==> config.mk <==
export PLATFORM = sky130hd
export DESIGN_NAME = cbx_exec
export DESIGN_NICKNAME = d
export VERILOG_FILES = /design/src/verilog/cbx_pkg.sv /design/src/verilog/cbx_bit_unit.sv /design/src/verilog/cbx_exec.sv
export SDC_FILE = /design/constraint.sdc
export NUM_CORES = 1
export LEC_CHECK = 0
export BUFFER_PORTS_ARGS = -buffer_cell sky130_fd_sc_hd__buf_2
export CAP_MARGIN = 10
export CORE_MARGIN = 2
export CORE_UTILIZATION = 37
export CTS_CLUSTER_SIZE = 20
export DETAILED_ROUTE_END_ITERATION = 12
export HOLD_SLACK_MARGIN = 0.1
export PLACE_DENSITY_LB_ADDON = 0.1
export SETUP_SLACK_MARGIN = 0.1
export SYNTH_ARGS = -nofsm -noshare
export SYNTH_HDL_FRONTEND = slang
export SYNTH_HIERARCHICAL = 1
export SYNTH_SLANG_ARGS = --single-unit
export TNS_END_PERCENT = 100
==> constraint.sdc <==
create_clock -name clk -period 5.3 [get_ports clk]
set_input_delay 0.795 -clock clk [delete_from_list [all_inputs] [get_ports clk]]
set_output_delay 0.795 -clock clk [all_outputs]
set_load 0.05 [all_outputs]
==> src/verilog/cbx_pkg.sv <==
// package: constants, opcodes and field layout for the bit/logic/call execute block
// -----------------------------------------------------------------------------
// How it works
// RULE1 - set_bit_op forces chosen bit of addressed file register high, flags untouched.
// RULE2 - and_immediate_op ANDs accumulator with 8-bit literal, result to accumulator, zero flag only.
// RULE3 - and_file_op ANDs accumulator with file; destination bit picks accumulator or file.
// RULE4 - skip_if_bit_clear_op: bit zero discards next instruction as no-op, two cycles.
// RULE5 - skip_if_bit_set_op: bit one discards next instruction as no-op, two cycles.
// RULE6 - watchdog_kick_op clears watchdog_counter and its prescaler together.
// RULE7 - watchdog_kick_op sets both active-low expired and sleep flags to one.
// RULE8 - call pushes program counter plus one onto stack_top.
// RULE9 - call loads 11-bit target into program counter bits 10 to 0.
// RULE10 - call fills program counter bits 12 to 11 from upper_jump_latch bits 4 to 3.
// RULE11 - call takes two instruction cycles since the program counter is redirected.
// RULE12 - second cycle after branch or taken skip behaves as a no-operation.
// RULE13 - zero flag set when 8-bit result is zero, cleared otherwise.
// -----------------------------------------------------------------------------
package cbx_pkg;

  // ---------------------------------------------------------------------------
  // widths and ranges
  // ---------------------------------------------------------------------------
  localparam int PC_W      = 13;
  localparam int DATA_W    = 8;
  localparam int FADDR_W   = 7;   // file address 0..127
  localparam int BIT_W     = 3;   // bit index 0..7
  localparam int TARGET_W  = 11;  // call target 0..2047
  localparam int LATCH_HI  = 4;   // upper_jump_latch field top
  localparam int LATCH_LO  = 3;   // upper_jump_latch field bottom

  // ---------------------------------------------------------------------------
  // reset values, watchdog kick load value and program counter step
  // ---------------------------------------------------------------------------
  localparam logic [PC_W-1:0]   PC_RST   = 13'h0000;
  localparam logic [DATA_W-1:0] ACC_RST  = 8'h00;
  localparam logic [DATA_W-1:0] WDT_CLR  = 8'h00;   // value loaded by watchdog kick
  localparam logic [PC_W-1:0]   PC_STEP  = 13'h0001;

  // ---------------------------------------------------------------------------
  // operations handled here, as decoded by the fetch stage
  // ---------------------------------------------------------------------------
  typedef enum logic [2:0] {
    CBX_OP_NOP,
    CBX_OP_SET_BIT,
    CBX_OP_AND_IMM,
    CBX_OP_AND_FILE,
    CBX_OP_SKIP_CLR,
    CBX_OP_SKIP_SET,
    CBX_OP_WDT_KICK,
    CBX_OP_CALL
  } cbx_op_e;

endpackage
==> src/verilog/cbx_bit_unit.sv <==
// bit/logic arithmetic unit: bit set, AND, bit test and zero detect
`timescale 1ns/1ps

module cbx_bit_unit #(
  parameter int DW = 8
) (
  input  wire logic [DW-1:0] acc,
  input  wire logic [DW-1:0] file_val,
  input  wire logic [DW-1:0] literal,
  input  wire logic [2:0]    bit_sel,
  output logic      [DW-1:0] set_res,
  output logic      [DW-1:0] and_imm_res,
  output logic      [DW-1:0] and_file_res,
  output logic               bit_val,
  output logic               imm_zero,
  output logic               file_zero
);

  // one-hot mask built per bit so any width stays a single loop
  logic [DW-1:0] mask;
  genvar i;
  generate
    for (i = 0; i < DW; i++) begin : g_mask
      assign mask[i] = (bit_sel == 3'(i));
    end
  endgenerate

  // pure combinational results
  assign set_res      = file_val | mask;     // [RULE1]
  assign and_imm_res  = acc & literal;       // [RULE2]
  assign and_file_res = acc & file_val;      // [RULE3]
  assign bit_val      = |(file_val & mask);
  assign imm_zero     = (and_imm_res == '0);  // [RULE13]
  assign file_zero    = (and_file_res == '0); // [RULE13]

endmodule

==> src/verilog/cbx_exec.sv <==
// execute stage for bit set, bit test skips, AND ops, watchdog kick and call
`timescale 1ns/1ps

module cbx_exec (
  input  wire logic                        clk,
  input  wire logic                        rst,
  // decoded instruction from fetch, one per instruction cycle
  input  wire logic                        instr_valid,
  input  wire cbx_pkg::cbx_op_e            instr_op,
  input  wire logic [cbx_pkg::FADDR_W-1:0] instr_faddr,
  input  wire logic [cbx_pkg::BIT_W-1:0]   instr_bit,
  input  wire logic                        instr_dest,
  input  wire logic [cbx_pkg::DATA_W-1:0]  instr_literal,
  input  wire logic [cbx_pkg::TARGET_W-1:0] instr_target,
  // file register read port, same cycle
  output logic      [cbx_pkg::FADDR_W-1:0] file_raddr,
  input  wire logic [cbx_pkg::DATA_W-1:0]  file_rdata,
  // file register write port
  output logic                             file_we,
  output logic      [cbx_pkg::FADDR_W-1:0] file_waddr,
  output logic      [cbx_pkg::DATA_W-1:0]  file_wdata,
  // upper program counter bits latch
  input  wire logic [cbx_pkg::DATA_W-1:0]  upper_jump_latch,
  // accumulator write-back from instructions executed elsewhere
  input  wire logic                        acc_load,
  input  wire logic [cbx_pkg::DATA_W-1:0]  acc_load_data,
  // architectural state
  output logic      [cbx_pkg::DATA_W-1:0]  acc_q,
  output logic      [cbx_pkg::PC_W-1:0]    pc_q,
  output logic                             result_null_flag_q,
  output logic                             watchdog_expired_flag_q,
  output logic                             sleep_entered_flag_q,
  // hardware stack push
  output logic                             stack_push,
  output logic      [cbx_pkg::PC_W-1:0]    stack_top,
  // watchdog clears
  output logic                             watchdog_counter_clr,
  output logic                             watchdog_prescaler_clr,
  output logic [cbx_pkg::DATA_W-1:0]       watchdog_counter_load,
  // high while the current cycle is a forced no-op
  output logic                             flush_q
);

  // ---------------------------------------------------------------------------
  // datapath results
  // ---------------------------------------------------------------------------
  logic [cbx_pkg::DATA_W-1:0] set_res;
  logic [cbx_pkg::DATA_W-1:0] and_imm_res;
  logic [cbx_pkg::DATA_W-1:0] and_file_res;
  logic                       bit_val;
  logic                       imm_zero;
  logic                       file_zero;

  cbx_bit_unit #(
    .DW (cbx_pkg::DATA_W)
  ) u_bit (
    .acc          (acc_q),
    .file_val     (file_rdata),
    .literal      (instr_literal),
    .bit_sel      (instr_bit),
    .set_res      (set_res),
    .and_imm_res  (and_imm_res),
    .and_file_res (and_file_res),
    .bit_val      (bit_val),
    .imm_zero     (imm_zero),
    .file_zero    (file_zero)
  );

  // ---------------------------------------------------------------------------
  // execute qualifier and skip decision
  // ---------------------------------------------------------------------------
  // an instruction in a flushed slot is discarded entirely
  logic exec;
  logic skip_taken;
  logic is_call;
  logic next_flush;

  assign exec       = instr_valid && !flush_q;                   // [RULE12]
  assign is_call    = exec && (instr_op == cbx_pkg::CBX_OP_CALL);
  assign file_raddr = instr_faddr;

  // skip-if-clear takes on zero, skip-if-set takes on one
  always_comb begin
    skip_taken = 1'b0;
    if (exec) begin
      case (instr_op)
        cbx_pkg::CBX_OP_SKIP_CLR: skip_taken = !bit_val;         // [RULE4]
        cbx_pkg::CBX_OP_SKIP_SET: skip_taken = bit_val;          // [RULE5]
        default:                  skip_taken = 1'b0;
      endcase
    end
  end

  assign next_flush = skip_taken || is_call;                     // [RULE11]

  // ---------------------------------------------------------------------------
  // no-op slot tracker
  // ---------------------------------------------------------------------------
  // the slot after a redirect or taken skip is squashed, never chained
  always_ff @(posedge clk) begin
    if (rst) begin
      flush_q <= 1'b0;
    end else if (instr_valid || flush_q) begin
      flush_q <= next_flush;                                     // [RULE12]
    end
  end

  // ---------------------------------------------------------------------------
  // accumulator
  // ---------------------------------------------------------------------------
  always_ff @(posedge clk) begin
    if (rst) begin
      acc_q <= cbx_pkg::ACC_RST;
    end else if (exec) begin
      case (instr_op)
        cbx_pkg::CBX_OP_AND_IMM:  acc_q <= and_imm_res;          // [RULE2]
        cbx_pkg::CBX_OP_AND_FILE: begin
          if (!instr_dest) begin
            acc_q <= and_file_res;                               // [RULE3]
          end
        end
        default: ;
      endcase
    end else if (acc_load && !flush_q) begin
      // write-back from a squashed slot is dropped with the slot
      acc_q <= acc_load_data;
    end
  end

  // ---------------------------------------------------------------------------
  // zero flag; other instructions here leave it alone
  // ---------------------------------------------------------------------------
  always_ff @(posedge clk) begin
    if (rst) begin
      result_null_flag_q <= 1'b0;
    end else if (exec) begin
      case (instr_op)
        cbx_pkg::CBX_OP_AND_IMM:  result_null_flag_q <= imm_zero;   // [RULE13]
        cbx_pkg::CBX_OP_AND_FILE: result_null_flag_q <= file_zero;  // [RULE13]
        default: ;
      endcase
    end
  end

  // ---------------------------------------------------------------------------
  // file register write port, registered
  // ---------------------------------------------------------------------------
  always_ff @(posedge clk) begin
    if (rst) begin
      file_we    <= 1'b0;
      file_waddr <= '0;
      file_wdata <= '0;
    end else begin
      file_we    <= 1'b0;
      file_waddr <= instr_faddr;
      if (exec && instr_op == cbx_pkg::CBX_OP_SET_BIT) begin
        file_we    <= 1'b1;
        file_wdata <= set_res;                                   // [RULE1]
      end else if (exec && instr_op == cbx_pkg::CBX_OP_AND_FILE && instr_dest) begin
        file_we    <= 1'b1;
        file_wdata <= and_file_res;                              // [RULE3]
      end
    end
  end

  // ---------------------------------------------------------------------------
  // watchdog kick: counter, prescaler and active-low status bits
  // ---------------------------------------------------------------------------
  assign watchdog_counter_load = cbx_pkg::WDT_CLR;

  always_ff @(posedge clk) begin
    if (rst) begin
      watchdog_counter_clr   <= 1'b0;
      watchdog_prescaler_clr <= 1'b0;
    end else begin
      // both clears in the same pulse so prescaler never lags counter
      watchdog_counter_clr   <= exec && instr_op == cbx_pkg::CBX_OP_WDT_KICK;  // [RULE6]
      watchdog_prescaler_clr <= exec && instr_op == cbx_pkg::CBX_OP_WDT_KICK;  // [RULE6]
    end
  end

  // flags rest at one (inactive); only outside events would drop them
  always_ff @(posedge clk) begin
    if (rst) begin
      watchdog_expired_flag_q <= 1'b1;
      sleep_entered_flag_q    <= 1'b1;
    end else if (exec && instr_op == cbx_pkg::CBX_OP_WDT_KICK) begin
      watchdog_expired_flag_q <= 1'b1;                           // [RULE7]
      sleep_entered_flag_q    <= 1'b1;                           // [RULE7]
    end
  end

  // ---------------------------------------------------------------------------
  // program counter and stack push
  // ---------------------------------------------------------------------------
  always_ff @(posedge clk) begin
    if (rst) begin
      pc_q <= cbx_pkg::PC_RST;
    end else if (is_call) begin
      pc_q <= {upper_jump_latch[cbx_pkg::LATCH_HI:cbx_pkg::LATCH_LO],   // [RULE10]
               instr_target};                                          // [RULE9]
    end else if (instr_valid || flush_q) begin
      pc_q <= pc_q + cbx_pkg::PC_STEP;
    end
  end

  always_ff @(posedge clk) begin
    if (rst) begin
      stack_push <= 1'b0;
      stack_top  <= '0;
    end else begin
      stack_push <= is_call;
      if (is_call) begin
        stack_top <= pc_q + cbx_pkg::PC_STEP;                    // [RULE8]
      end
    end
  end

  // ---------------------------------------------------------------------------
  // checks
  // ---------------------------------------------------------------------------
  property p_call_target;
    @(posedge clk) disable iff (rst)
    is_call |=> pc_q == {$past(upper_jump_latch[4:3]), $past(instr_target)};
  endproperty
  a_call_target: assert property (p_call_target) else $error("call target wrong"); // [RULE9]

  property p_call_upper;
    @(posedge clk) disable iff (rst)
    is_call |=> pc_q[12:11] == $past(upper_jump_latch[4:3]);
  endproperty
  a_call_upper: assert property (p_call_upper) else $error("call upper bits wrong"); // [RULE10]

  property p_call_push;
    @(posedge clk) disable iff (rst)
    is_call |=> stack_push && stack_top == $past(pc_q) + 13'h0001;
  endproperty
  a_call_push: assert property (p_call_push) else $error("call push wrong"); // [RULE8]

  property p_call_two;
    @(posedge clk) disable iff (rst)
    is_call |=> flush_q && !exec;
  endproperty
  a_call_two: assert property (p_call_two) else $error("call not two cycles"); // [RULE11]

  property p_skip_clr;
    @(posedge clk) disable iff (rst)
    exec && instr_op == cbx_pkg::CBX_OP_SKIP_CLR |=> flush_q == !$past(bit_val);
  endproperty
  a_skip_clr: assert property (p_skip_clr) else $error("skip clear wrong"); // [RULE4]

  property p_skip_set;
    @(posedge clk) disable iff (rst)
    exec && instr_op == cbx_pkg::CBX_OP_SKIP_SET |=> flush_q == $past(bit_val);
  endproperty
  a_skip_set: assert property (p_skip_set) else $error("skip set wrong"); // [RULE5]

  property p_flush_nop;
    @(posedge clk) disable iff (rst)
    flush_q |=> !file_we && !stack_push && !watchdog_counter_clr && $stable(acc_q);
  endproperty
  a_flush_nop: assert property (p_flush_nop) else $error("flushed slot had effect"); // [RULE12]

  property p_set_bit;
    @(posedge clk) disable iff (rst)
    exec && instr_op == cbx_pkg::CBX_OP_SET_BIT |=>
      file_we && file_wdata[$past(instr_bit)] && $stable(result_null_flag_q);
  endproperty
  a_set_bit: assert property (p_set_bit) else $error("bit set wrong"); // [RULE1]

  property p_and_imm;
    @(posedge clk) disable iff (rst)
    exec && instr_op == cbx_pkg::CBX_OP_AND_IMM |=>
      acc_q == ($past(acc_q) & $past(instr_literal)) && result_null_flag_q == (acc_q == 8'h00);
  endproperty
  a_and_imm: assert property (p_and_imm) else $error("and literal wrong"); // [RULE2]

  property p_and_file;
    @(posedge clk) disable iff (rst)
    exec && instr_op == cbx_pkg::CBX_OP_AND_FILE && instr_dest |=>
      file_we && file_wdata == ($past(acc_q) & $past(file_rdata)) && $stable(acc_q);
  endproperty
  a_and_file: assert property (p_and_file) else $error("and file wrong"); // [RULE3]

  property p_zero;
    @(posedge clk) disable iff (rst)
    exec && instr_op == cbx_pkg::CBX_OP_AND_FILE |=>
      result_null_flag_q == (($past(acc_q) & $past(file_rdata)) == 8'h00);
  endproperty
  a_zero: assert property (p_zero) else $error("zero flag wrong"); // [RULE13]

  property p_kick;
    @(posedge clk) disable iff (rst)
    exec && instr_op == cbx_pkg::CBX_OP_WDT_KICK |=>
      watchdog_counter_clr && watchdog_prescaler_clr ##1
      (!watchdog_counter_clr || $past(exec && instr_op == cbx_pkg::CBX_OP_WDT_KICK));
  endproperty
  a_kick: assert property (p_kick) else $error("watchdog clear wrong"); // [RULE6]

  property p_kick_flags;
    @(posedge clk) disable iff (rst)
    exec && instr_op == cbx_pkg::CBX_OP_WDT_KICK |=>
      watchdog_expired_flag_q && sleep_entered_flag_q;
  endproperty
  a_kick_flags: assert property (p_kick_flags) else $error("kick flags wrong"); // [RULE7]

  c_call:     cover property (@(posedge clk) disable iff (rst) is_call);
  c_skip:     cover property (@(posedge clk) disable iff (rst) skip_taken);
  c_no_skip:  cover property (@(posedge clk) disable iff (rst)
                exec && instr_op == cbx_pkg::CBX_OP_SKIP_SET && !bit_val);
  c_and_zero: cover property (@(posedge clk) disable iff (rst)
                exec && instr_op == cbx_pkg::CBX_OP_AND_IMM && imm_zero);

endmodule

==> metrics <==
Worst Skew=slightly below 0.006 ns; FFs w/ async S/R, synth=0%; diode count=0; # setup viols final=0; Crit Path Class=input pin to flip-flop; Yosys reg bits=54; die footprint=0.00881 mm2; clock period minus worst slack=approximately 2.3 ns; Final ANT Viol Nets=0; total of max-cap violations=0; Max Clk Rate=roughly 440 MHz; WL/cell=~14 um; Die X=about 94 um; WL met1=3610 um; sequential area share after synthesis=approximately 36%; RSZ-0062 raised after global routing=false; Worst Hold Class=flip-flop to flip-flop; peak supply drop=approximately 0.10 mV; PwrDens=between 200 and 250 mW/mm2; total track usage=17.0%; H-Tree Depth=2; cts hold-fix bufs=0; Worst path slowest cell=nand3_1; DR iter-0 viols=slightly above 80; quantity of I/O buffers inserted on ports=about 120; largest net degree at the start of global routing=50; Synth area leaders=dfxtp_1, mux2i_1, a211oi_1; worst path cell trace=buf_2, and3b_1, nand3_1, a22oi_1, a31oi_1; count leader, synth=dfxtp_1; Detailed Place HPWL=roughly 5700 um; metal2 WL=between 3000 and 4000 um; crit-path max FO=26; warnings from Yosys=6; Yosys top cell by area=dfxtp_1; total CTS buffers=5; clock tree from TritonCTS=done; commonest cells in the netlist=dfxtp_1, nor2_1, nand2_1; ys flop type=dfxtp_1; clk sinks=54; Lkg Pwr=roughly 1.6 nW; initial antenna violation count=0; share of post-route cells with drive strength above 1=approximately 33%; Hold WS=between 0.4 and 0.5 ns; CTS max path bufs=2; final hold viol count=0; clock insertion delay at the later pin of the skew report=around 0.30 ns; Area Overhead vs Synth=20.4%; post-synth top area share=between 30% and 40%; root buffer cell=clkbuf_8; number of remaining DRC errors=0; Final nets=503; Core ar.=between 0.007 and 0.008 mm2; delay-heaviest family, CP=simple AND/OR/NAND/NOR gates; Cell variety after synth=50; starting density of the core=between 30% and 40%; CP endpoint kind=flip-flop; Arr. time, crit path=~2.4 ns; row count=32; CP startpoint kind=input pin; router iterations before antenna repair=4; period utilization=a little over two fifths; post-cts sizing count=0; max incr delay on CP=0.77 ns; Final Max Tran Viols=0; first-pass GRT wire length=around 12,000 um; Buffers & Inverters on Critical Path=1; Overflow after GRT=0; post-synthesis average cell area=approximately 8.5 um2; setup bufs post-CTS=0; Syn Std Cell Area=between 0.002 and 0.003 mm2; Synth Instances=350; DRT Wirelength=~7700 um; status=completed; clock transition at the registers of the reported paths=roughly 0.10 ns; setup TNS=0 ns; worst relative slew slack=a little over a quarter; worst slew pin tran=~1.1 ns; number of global-route vias before repair=2,507; DR WL met3=between 400 and 500 um; max layer used=met4; die height=~94 um; Req. time, crit path=roughly 5.5 ns; Ports=between 100 and 150; DR vias=~2,800; vias per cell=between 5 and 6; routability cong.=0.804; EDFF count, synth=0
## cell usage in the layout (no fill, tap or decap), drive strengths merged, types with 6 or more instances in the layout
cell | Yosys | routed
a22oi | 8 | 8
buf | 28 | 118
and2 | 16 | 16
dfxtp | 54 | 54
mux2i | 21 | 21
nand3 | 8 | 8
nor3 | 6 | 6
o21ai | 8 | 8
a22o | 8 | 8
nand2 | 23 | 23
nor2 | 31 | 31
xnor2 | 8 | 8
inv | 13 | 13
a21oi | 12 | 12
conb | 2 | 10
nor2b | 10 | 10
a211oi | 18 | 18
clkbuf | 14 | 7
nand3b | 6 | 6
## layout make-up
class / count / area, um2
clock buffers: 7 / 86.3
clock inverters: 1 / 5.00
fillers: 819 / 4170
inverters: 13 / 48.8
multi-input cells: 249 / 1650
flip-flops and latches: 54 / 1080
well taps: 102 / 128
repair buffers: 118 / 596
## metal layers
metal	GRT usage, %	vias to the layer above
met1	22.6	1259
li1	-	1403
met2	28.3	82
met3	3.61	6
met5	0	-
met4	3.99	0
## registers in the layout, indices dropped and copies added (netlist names)
signal,cells
acc_q,8
file_waddr,7
file_wdata,8
file_we,1
flush_q,1
pc_q,13
result_null_flag_q,1
stack_push,1
stack_top,13
watchdog_prescaler_clr,1
## cells by family (layout without fill, tap and decap cells)
family | count (synthesis) | after routing | synth area share [%]
buffers and inverters | 55 | 139 | 9.51
muxes | 23 | 23 | 8.67
adders and majority gates | 1 | 1 | 0.419
other | 2 | 10 | 0.251
DFF | 54 | 54 | 36.2
and+or+nand+nor | 130 | 130 | 24.2
AOI/OAI and AO/OA | 76 | 76 | 18.1
xor gates and xnor gates | 9 | 9 | 2.64
## worst reg2reg max path: stages, from the launching register on
cell,delay (ns)
dfxtp_1,0.47
ha_1,0.32
nand4_1,0.19
or4_4,0.48
or4_1,0.43
a31oi_1,0.16
## power by group
| group | leakage (nW) | switching, mW | internal, mW |
|---|---|---|---|
| clock | 0.0482 | 0.137 | 0.106 |
| combinational | 1.16 | 0.145 | 0.0632 |
| sequential | 0.440 | 0.0136 | 0.422 |
## metrics by stage
step	cells	util (%)	power, mW	setup slack [ns]	area (um2)
after floorplan	358	-	0.607	3.08	3020
after global placement	536	45.1	0.653	2.74	3500
after detailed placement	536	45.1	0.654	2.73	3500
after CTS	544	46.3	0.901	3.07	3600
after global routing	544	46.3	0.927	2.83	3600
final	544	46.3	0.886	3.05	3600
## path summary, 6_finish.rpt
path / cells past startpoint / slack, ns / end / from
worst max-delay path: 5 / 3.05 / pc_q[2] / instr_valid
worst min register to register: 2 / 0.46 / stack_top[1] / stack_top[1]
worst max register to register: 5 / 3.19 / pc_q[12] / pc_q[0]
worst min-delay path: 2 / 0.46 / stack_top[1] / stack_top[1]
Note: power is estimated with default switching activity, not from simulation.
